### src/rtl/lfb_pkg.sv
/*
 * Constants for the legacy link byte port: register offsets, field
 * positions, reset values and sizes.
 * Assumes an 8-bit host register port and a framer that strobes one link
 * bit per frame on the same system clock.
 */
// Summary of operation
// - Port runs only in T1 mode
// - Received bits shift in, first bit lands LSB
// - Full byte sets receive-full flag
// - Receive-full with mask enabled drives interrupt low
// - Byte matching either match register sets flag
// - Destuffer deletes zero after five ones
// - Zero after six or more ones kept
// - Transmit byte sent LSB first
// - After eight bits, set transmit-empty flag
// - Unwritten transmit byte is resent unchanged
// - Stuffer inserts zero after five ones, extended superframe only
// - Twelve-frame mode sends frame-sync bits from byte
package lfb_pkg;

    // ****************************************************************
    // Register offsets
    // ****************************************************************
    localparam logic [7:0] ADDR_RX_BYTE = 8'hc0;
    localparam logic [7:0] ADDR_TX_BYTE = 8'hc1;
    localparam logic [7:0] ADDR_MATCH_ONE = 8'hc2;
    localparam logic [7:0] ADDR_MATCH_TWO = 8'hc3;
    localparam logic [7:0] ADDR_STATUS = 8'hc8;
    localparam logic [7:0] ADDR_MASK = 8'hc9;
    localparam logic [7:0] ADDR_RX_CTRL = 8'hca;
    localparam logic [7:0] ADDR_TX_CTRL = 8'hcb;

    // ****************************************************************
    // Field positions
    // ****************************************************************
    localparam int BIT_MATCH = 1;
    localparam int BIT_TX_EMPTY = 2;
    localparam int BIT_RX_FULL = 3;
    localparam int BIT_DESTUFF_EN = 3;
    localparam int BIT_STUFF_EN = 5;

    // ****************************************************************
    // Reset values and sizes
    // ****************************************************************
    localparam logic [7:0] RESET_BYTE = 8'h00;
    localparam int BYTE_BITS = 8;
    localparam logic [2:0] STUFF_RUN = 3'h5;
    localparam logic [2:0] ONES_MAX = 3'h7;
    localparam int FIFO_DEPTH = 4;

endpackage : lfb_pkg

### src/rtl/lfb_fifo.sv
/*
 * Small synchronous FIFO with valid/ready on both sides.
 * Assumes one clock and an active-low asynchronous reset.
 */
module lfb_fifo #(
    parameter int WIDTH = 1,
    parameter int DEPTH = 4
) (
    input wire logic clk_sys,
    input wire logic reset_n,
    input wire logic in_valid,
    output logic in_ready,
    input wire logic [WIDTH-1:0] in_data,
    output logic out_valid,
    input wire logic out_ready,
    output logic [WIDTH-1:0] out_data
);
    localparam int AW = (DEPTH > 1) ? $clog2(DEPTH) : 1;

    logic [WIDTH-1:0] mem_q [DEPTH];  // Storage
    logic [AW-1:0] wr_q;              // Write pointer
    logic [AW-1:0] rd_q;              // Read pointer
    logic [AW:0] count_q;             // Words held
    logic push;
    logic pop;

    // Honest full and empty
    assign in_ready = (count_q != (AW+1)'(DEPTH));
    assign out_valid = (count_q != '0);
    assign push = in_valid && in_ready;
    assign pop = out_valid && out_ready;
    assign out_data = mem_q[rd_q];

    // ****************************************************************
    // Storage write
    // ****************************************************************
    always_ff @(posedge clk_sys)
    begin
        if (push)
        begin
            mem_q[wr_q] <= in_data;
        end
    end

    // ****************************************************************
    // Pointers and count
    // ****************************************************************
    always_ff @(posedge clk_sys or negedge reset_n)
    begin
        if (!reset_n)
        begin
            wr_q <= '0;
            rd_q <= '0;
            count_q <= '0;
        end
        else
        begin
            if (push)
            begin
                wr_q <= (wr_q == AW'(DEPTH - 1)) ? '0 : wr_q + 1'b1;
            end
            if (pop)
            begin
                rd_q <= (rd_q == AW'(DEPTH - 1)) ? '0 : rd_q + 1'b1;
            end
            if (push && !pop)
            begin
                count_q <= count_q + 1'b1;
            end
            else if (pop && !push)
            begin
                count_q <= count_q - 1'b1;
            end
        end
    end

endmodule : lfb_fifo

### src/rtl/lfb_port.sv
/*
 * Legacy T1 link byte port: receive byte assembly with match and zero
 * destuffing, transmit byte serialiser with zero stuffing, status flags,
 * mask and an active-low interrupt.
 * Assumes the framer strobes rx_bit_valid for each received link or
 * frame-sync bit and tx_bit_req for each outgoing bit slot, all on clk_sys.
 */
module lfb_port #(
    parameter int FIFO_DEPTH = lfb_pkg::FIFO_DEPTH
) (
    input wire logic clk_sys,
    input wire logic reset_n,
    input wire logic t1_mode,
    input wire logic extended_superframe,
    input wire logic rx_bit_valid,
    input wire logic rx_bit,
    output logic rx_bit_ready,
    input wire logic tx_bit_req,
    output logic tx_bit,
    output logic tx_bit_valid,
    input wire logic [7:0] bus_addr,
    input wire logic bus_wr,
    input wire logic bus_rd,
    input wire logic [7:0] bus_wdata,
    output logic [7:0] bus_rdata,
    output logic int_n
);
    // ****************************************************************
    // Registers and internal state
    // ****************************************************************
    logic [7:0] receive_link_byte_q;      // Last completed receive byte
    logic [7:0] transmit_link_byte_q;     // Host transmit byte
    logic [7:0] receive_link_match_one_q; // First match byte
    logic [7:0] receive_link_match_two_q; // Second match byte
    logic [7:0] link_status_flags_q;      // Sticky event flags
    logic [7:0] link_interrupt_mask_q;    // Interrupt enables
    logic [7:0] receive_t1_control_two_q; // Receive control
    logic [7:0] transmit_t1_control_two_q; // Transmit control
    logic [7:0] rx_shift_q;               // Receive assembly
    logic [3:0] rx_count_q;               // Bits assembled
    logic [2:0] rx_ones_q;                // Receive run of ones
    logic [7:0] tx_shift_q;               // Transmit serialiser
    logic [3:0] tx_count_q;               // Bits sent from byte
    logic [2:0] tx_ones_q;                // Transmit run of ones
    logic rx_stall_q;                     // One idle cycle after a byte
    logic fifo_valid;
    logic fifo_ready;
    logic fifo_bit;
    logic rx_take;
    logic rx_drop;
    logic rx_done;
    logic [7:0] rx_next;
    logic tx_stuff;
    logic tx_done;
    logic status_rd;

    // ****************************************************************
    // Receive bit buffer
    // ****************************************************************
    lfb_fifo #(
        .WIDTH(1),
        .DEPTH(FIFO_DEPTH)
    ) u_rx_fifo (
        .clk_sys(clk_sys),
        .reset_n(reset_n),
        .in_valid(rx_bit_valid && t1_mode),
        .in_ready(rx_bit_ready),
        .in_data(rx_bit),
        .out_valid(fifo_valid),
        .out_ready(fifo_ready),
        .out_data(fifo_bit)
    );

    // Drain stalls for one cycle after each completed byte
    assign fifo_ready = !rx_stall_q;
    assign rx_take = fifo_valid && fifo_ready;

    // Zero after exactly five ones is removed, after six or more kept
    assign rx_drop = receive_t1_control_two_q[lfb_pkg::BIT_DESTUFF_EN]
        && !fifo_bit && (rx_ones_q == lfb_pkg::STUFF_RUN);

    // New bit enters at the top so the first bit ends at bit 0
    assign rx_next = {fifo_bit, rx_shift_q[7:1]};
    assign rx_done = rx_take && !rx_drop
        && (rx_count_q == 4'(lfb_pkg::BYTE_BITS - 1));

    // ****************************************************************
    // Receive run-of-ones counter
    // ****************************************************************
    always_ff @(posedge clk_sys or negedge reset_n)
    begin
        if (!reset_n)
        begin
            rx_ones_q <= '0;
        end
        else if (rx_take)
        begin
            if (!fifo_bit)
            begin
                rx_ones_q <= '0;
            end
            else if (rx_ones_q != lfb_pkg::ONES_MAX)
            begin
                rx_ones_q <= rx_ones_q + 1'b1;
            end
        end
    end

    // ****************************************************************
    // Receive byte assembly
    // ****************************************************************
    always_ff @(posedge clk_sys or negedge reset_n)
    begin
        if (!reset_n)
        begin
            rx_shift_q <= lfb_pkg::RESET_BYTE;
            rx_count_q <= '0;
            rx_stall_q <= 1'b0;
            receive_link_byte_q <= lfb_pkg::RESET_BYTE;
        end
        else
        begin
            rx_stall_q <= rx_done;
            if (rx_take && !rx_drop)
            begin
                rx_shift_q <= rx_next;
                rx_count_q <= rx_done ? '0 : rx_count_q + 1'b1;
            end
            if (rx_done)
            begin
                // Overwrites an unread byte
                receive_link_byte_q <= rx_next;
            end
        end
    end

    // ****************************************************************
    // Transmit serialiser
    // ****************************************************************
    // Stuffing applies to the facility link only
    assign tx_stuff = transmit_t1_control_two_q[lfb_pkg::BIT_STUFF_EN]
        && extended_superframe
        && (tx_ones_q == lfb_pkg::STUFF_RUN);
    assign tx_done = tx_bit_req && t1_mode && !tx_stuff
        && (tx_count_q == 4'(lfb_pkg::BYTE_BITS - 1));

    always_ff @(posedge clk_sys or negedge reset_n)
    begin
        if (!reset_n)
        begin
            tx_shift_q <= lfb_pkg::RESET_BYTE;
            tx_count_q <= '0;
            tx_ones_q <= '0;
            tx_bit <= 1'b0;
            tx_bit_valid <= 1'b0;
        end
        else
        begin
            tx_bit_valid <= tx_bit_req && t1_mode;
            if (tx_bit_req && t1_mode)
            begin
                if (tx_stuff)
                begin
                    // Inserted zero, byte position holds
                    tx_bit <= 1'b0;
                    tx_ones_q <= '0;
                end
                else
                begin
                    // Same byte also feeds frame-sync bits
                    tx_bit <= tx_shift_q[0];
                    // Saturate so a long run cannot wrap back to five
                    if (!tx_shift_q[0])
                    begin
                        tx_ones_q <= '0;
                    end
                    else if (tx_ones_q != lfb_pkg::ONES_MAX)
                    begin
                        tx_ones_q <= tx_ones_q + 1'b1;
                    end
                    tx_count_q <= tx_done ? '0 : tx_count_q + 1'b1;
                    // Reload current register, old value if unwritten
                    tx_shift_q <= tx_done ? transmit_link_byte_q
                        : {1'b0, tx_shift_q[7:1]};
                end
            end
        end
    end

    // ****************************************************************
    // Host register writes
    // ****************************************************************
    always_ff @(posedge clk_sys or negedge reset_n)
    begin
        if (!reset_n)
        begin
            transmit_link_byte_q <= lfb_pkg::RESET_BYTE;
            receive_link_match_one_q <= lfb_pkg::RESET_BYTE;
            receive_link_match_two_q <= lfb_pkg::RESET_BYTE;
            link_interrupt_mask_q <= lfb_pkg::RESET_BYTE;
            receive_t1_control_two_q <= lfb_pkg::RESET_BYTE;
            transmit_t1_control_two_q <= lfb_pkg::RESET_BYTE;
        end
        else if (bus_wr)
        begin
            case (bus_addr)
                lfb_pkg::ADDR_TX_BYTE: transmit_link_byte_q <= bus_wdata;
                lfb_pkg::ADDR_MATCH_ONE:
                    receive_link_match_one_q <= bus_wdata;
                lfb_pkg::ADDR_MATCH_TWO:
                    receive_link_match_two_q <= bus_wdata;
                lfb_pkg::ADDR_MASK: link_interrupt_mask_q <= bus_wdata;
                lfb_pkg::ADDR_RX_CTRL:
                    receive_t1_control_two_q <= bus_wdata;
                lfb_pkg::ADDR_TX_CTRL:
                    transmit_t1_control_two_q <= bus_wdata;
                default: ;
            endcase
        end
    end

    // ****************************************************************
    // Sticky status flags, clear on read, set wins
    // ****************************************************************
    assign status_rd = bus_rd && (bus_addr == lfb_pkg::ADDR_STATUS);

    always_ff @(posedge clk_sys or negedge reset_n)
    begin
        if (!reset_n)
        begin
            link_status_flags_q <= lfb_pkg::RESET_BYTE;
        end
        else
        begin
            if (status_rd)
            begin
                link_status_flags_q <= lfb_pkg::RESET_BYTE;
            end
            if (rx_done)
            begin
                link_status_flags_q[lfb_pkg::BIT_RX_FULL] <= 1'b1;
            end
            if (rx_done && ((rx_next == receive_link_match_one_q)
                || (rx_next == receive_link_match_two_q)))
            begin
                link_status_flags_q[lfb_pkg::BIT_MATCH] <= 1'b1;
            end
            if (tx_done)
            begin
                link_status_flags_q[lfb_pkg::BIT_TX_EMPTY] <= 1'b1;
            end
        end
    end

    // ****************************************************************
    // Read data and interrupt
    // ****************************************************************
    always_ff @(posedge clk_sys or negedge reset_n)
    begin
        if (!reset_n)
        begin
            bus_rdata <= lfb_pkg::RESET_BYTE;
            int_n <= 1'b1;
        end
        else
        begin
            // Masked flags pull the interrupt low
            int_n <= ~|(link_status_flags_q & link_interrupt_mask_q);
            if (bus_rd)
            begin
                case (bus_addr)
                    lfb_pkg::ADDR_RX_BYTE: bus_rdata <= receive_link_byte_q;
                    lfb_pkg::ADDR_TX_BYTE: bus_rdata <= transmit_link_byte_q;
                    lfb_pkg::ADDR_MATCH_ONE:
                        bus_rdata <= receive_link_match_one_q;
                    lfb_pkg::ADDR_MATCH_TWO:
                        bus_rdata <= receive_link_match_two_q;
                    lfb_pkg::ADDR_STATUS: bus_rdata <= link_status_flags_q;
                    lfb_pkg::ADDR_MASK: bus_rdata <= link_interrupt_mask_q;
                    lfb_pkg::ADDR_RX_CTRL:
                        bus_rdata <= receive_t1_control_two_q;
                    lfb_pkg::ADDR_TX_CTRL:
                        bus_rdata <= transmit_t1_control_two_q;
                    default: bus_rdata <= lfb_pkg::RESET_BYTE;
                endcase
            end
        end
    end

endmodule : lfb_port

### config.mk
export PLATFORM = sky130hd
export DESIGN_NAME = lfb_port
export DESIGN_NICKNAME = d
export VERILOG_FILES = /design/src/rtl/lfb_pkg.sv /design/src/rtl/lfb_fifo.sv /design/src/rtl/lfb_port.sv
export SDC_FILE = /design/constraint.sdc
export NUM_CORES = 1
export LEC_CHECK = 0
export BUFFER_PORTS_ARGS = -buffer_cell sky130_fd_sc_hd__buf_2
export CAP_MARGIN = 10
export CORE_MARGIN = 5
export CORE_UTILIZATION = 50
export CTS_CLUSTER_DIAMETER = 80
export CTS_CLUSTER_SIZE = 16
export DETAILED_ROUTE_END_ITERATION = 12
export GPL_TIMING_DRIVEN = 0
export PLACE_DENSITY_LB_ADDON = 0.12
export SLEW_MARGIN = 30
export SYNTH_ARGS = -nofsm -noshare
export SYNTH_HDL_FRONTEND = slang
export SYNTH_SLANG_ARGS = --single-unit
### constraint.sdc
create_clock -name clk_sys -period 2.5 [get_ports clk_sys]
set_input_delay 0.25 -clock clk_sys [delete_from_list [all_inputs] [get_ports clk_sys]]
set_output_delay 0.25 -clock clk_sys [all_outputs]
set_load 0.01 [all_outputs]
==> run_results.csv <==
group,metric,value,unit
setup_path,path_max_fanout,5,
setup_path,critical_path.startpoint_type,"register",
setup_path,cp-end-kind,"register",
timing,max_freq,429,MHz
die,fp-row-count,37,
power_and_ir_drop,total_power,4.95,mW
timing,skew,0.00633,ns
grt,grt_pass1_wl,18400,um
timing,drv_slew,0,
placed_design,hpwl,7880,um
die,pin_count,37,
route,drt-total-wl,10800,um
timing,finalSetupViolCount,0,
route,drc,0,
timing,tightestPinTransition,0.630,ns
die,initial_core_util,0.510,
clocking,clock_sinks,111,
route,ant_nets,0,
logic_synthesis,synth.distinct_cells,48,
logic_synthesis,yosys_warnings,0,
timing,max_slew_margin,0.580,
route,drt_pre_antenna_iters,4,
setup_path,cp.required,2.80,ns
setup_path,cp_num_buf_inv,2,
cells_and_area,fin_util,0.569,
clocking,htree_num_levels,3,
logic_synthesis,syn-mean-instance-area,12.3,sq um
setup_path,cp_num_cells,9,
setup_path,crit_path_cell_trace,"or3_1 -> and2_1 -> inv_1 -> ha_1 -> inv_1 -> fa_1 -> xor2_1 -> nor2_1 -> xor2_1",
cells_and_area,n_antenna_cell,0,
cells_and_area,final_nets,514,
grt,grt_max_degree,72,
logic_synthesis,postSynthCellCount,427,
logic_synthesis,ys_seq_area_frac,0.534,
logic_synthesis,synthArstFlopShare,0.964,
clocking,clk_pin_slew,0.10,ns
logic_synthesis,synth_area,5240,sq um
setup_path,crit_family,"simple AND/OR/NAND/NOR gates",
grt,grt_pass1_vias,3573,
die,die-height,112,um
die,core,10300,sq um
logic_synthesis,syn_nets,467,
status,status,"completed",
cells_and_area,syn2layout_area_growth,11.5,%
cells_and_area,stdcell_area,5850,sq um
clocking,cts_buffers,9,
logic_synthesis,yosys_register_bits,111,
setup_path,r2r_cells,9,
logic_synthesis,synth_common_cells,"dfrtp_1, mux2_2, nand2_1, inv_1, mux2i_1",
route,vias_per_cell,5.48,
timing,fin_tns_setup,0,ns
grt,antenna_found_initial,0,
setup_path,cp.arrival,2.63,ns
logic_synthesis,yosysMostFrequentCell,"dfrtp_1",
logic_synthesis,synth_top_area_frac,0.506,
placed_design,numPortBuffers,34,
logic_synthesis,ys.flop_type,"dfrtp_1",
clocking,cts_tree,"yes",
logic_synthesis,synthTopCellsByArea,"dfrtp_1, mux2_2, ha_1, mux2i_1, nand2_1",
timing,fin_crit,2.33,ns
timing,timing.final.crit_share,0.933,
setup_path,reg2reg_from,"u_rx_fifo.count_q[1]",
placed_design,gp_congestion,0.816,
clocking,root_buffer,"clkbuf_8",
placed_design,placed_area,5620,sq um
power_and_ir_drop,power.leakage,2.78,nW
cells_and_area,drive_gt1_frac,0.296,
setup_path,crit_path_top_delay_cell,"dfrtp_1",
clocking,clk_latency,0.37,ns
clocking,clockBufferDepth,2,
route,wl_per_cell,17.6,um
setup_path,cp-endpoint,"u_rx_fifo.count_q[2]",
setup_path,worstSetupPathType,"reg -> reg",
die,die_w,112,um
setup_path,crit_path_start,"u_rx_fifo.count_q[1]",
route,drtIter0Drc,220,
power_and_ir_drop,peakVddDrop,0.550,mV
cells_and_area,num-fill-cells,909,
timing,whs,0.101,ns
job,drv_cap,0,
logic_synthesis,synth_largest_area_cell,"dfrtp_1",
clocking,postCtsSetupRepairBufs,0,
power_and_ir_drop,power_density,847,nW/um^2
timing,hold_viol,0,
hold_path,holdCritPathClass,"in -> reg",
logic_synthesis,synth_enable_flop_cells,4,
setup_path,regToRegSetupSlack,0.17,ns
timing,rsz0062_at_grt,"no",
setup_path,reg2reg_to,"u_rx_fifo.count_q[2]",
grt,track_usage,0.183,
grt,grt.overflow.total,0,
setup_path,cpPeakStageDelay,0.43,ns
die,dieArea,12600,sq um
route,vias,3369,
final cells by class:
type                       count  area [sq um]  area share
buffer                        15          71.3      0.0122
clock buffer                  10           128      0.0218
clock inverter                 6          92.6      0.0158
inverter                      21          78.8      0.0135
multi-input combinational    280          2290       0.392
sequential                   111          2800       0.479
tap                          136           170      0.0291
timing repair buffer          36           214      0.0366
sequential cells by signal, summed over array words and instances, names as in the netlist, 4 cells and up:
| name | flops |
|---|---|
| bus_rdata | 8 |
| link_interrupt_mask_q | 8 |
| receive_link_byte_q | 8 |
| receive_link_match_one_q | 8 |
| receive_link_match_two_q | 8 |
| receive_t1_control_two_q | 8 |
| rx_count_q | 4 |
| rx_shift_q | 7 |
| transmit_link_byte_q | 8 |
| transmit_t1_control_two_q | 8 |
| tx_count_q | 4 |
| tx_shift_q | 8 |
| u_rx_fifo.mem_q | 4 |
how the worst min path moves through the flow:
| stage | endpoint | from | cells past startpoint | slack [ns] |
|---|---|---|---|---|
| 3_3_place_gp | int_n | link_interrupt_mask_q[1] | 1 | 0.45 |
| 6_report | u_rx_fifo.mem_q[1] | rx_bit | 1 | 0.10 |
| 4_1_cts | u_rx_fifo.mem_q[1] | rx_bit | 1 | 0.08 |
| 2_1_floorplan | bus_rdata[0] | reset_n | 0 | -0.05 |
| 3_5_place_dp | link_interrupt_mask_q[3] | reset_n | 1 | 0.17 |
| 5_1_grt | u_rx_fifo.mem_q[1] | rx_bit | 1 | 0.08 |
metal layers:
layer  track usage  wire length [um]
met1         0.252              5090
met2         0.294              5200
met5             0                 0
met3        0.0367               370
met4        0.0537               157
placed cells by master, fill, tap and decap left out, drive strengths merged, types with 7 or more instances in the layout:
master and count:
dfrtp 106, mux2 72, buf 44, nand2 43
inv 22, mux2i 17, o21ai 16, clkbuf 16
nor2 15, o22ai 14, ha 14, xor2 13
a21oi 8, xnor2 8, and2 7, nand3 7
power breakdown:
group / total, mW / internal (mW) / switching (mW)
sequential: 2.50 / 2.16 / 0.342
combinational: 1.28 / 0.672 / 0.607
clock: 1.18 / 0.570 / 0.607
total: 4.95 / 3.40 / 1.56
metrics by stage:
stage / std cells / worst slack, ns
floorplan: 427 / 0.356
global placement: 597 / -0.00274
detailed placement: 598 / 0.176
CTS: 615 / 0.144
global route: 615 / 0.0160
finish: 615 / 0.166
cell families (layout without fill, tap and decap cells):
family / Yosys count / in the layout / synth area share
compound gates: 58 / 58 / 0.0726
xor+xnor: 21 / 21 / 0.0351
fa+ha+maj: 15 / 15 / 0.0372
buf+inv: 36 / 88 / 0.0286
flops: 111 / 111 / 0.534
mux: 92 / 92 / 0.204
simple gates: 94 / 94 / 0.0883
worst reg2reg max path, cell delays in order, from the launching register on:
cell	delay (ns)
dfrtp_1	0.43
or3_1	0.41
and2_1	0.23
inv_1	0.13
ha_1	0.20
inv_1	0.06
fa_1	0.37
xor2_1	0.15
nor2_1	0.12
xor2_1	0.16
what timing repair did:
action	CTS	global route
setup endpoints to repair	0	0
endpoints found under the hold margin	35	0
hold buffers	1	0
gates resized for setup	0	0
No activity file was read; power rests on OpenSTA's default activity.
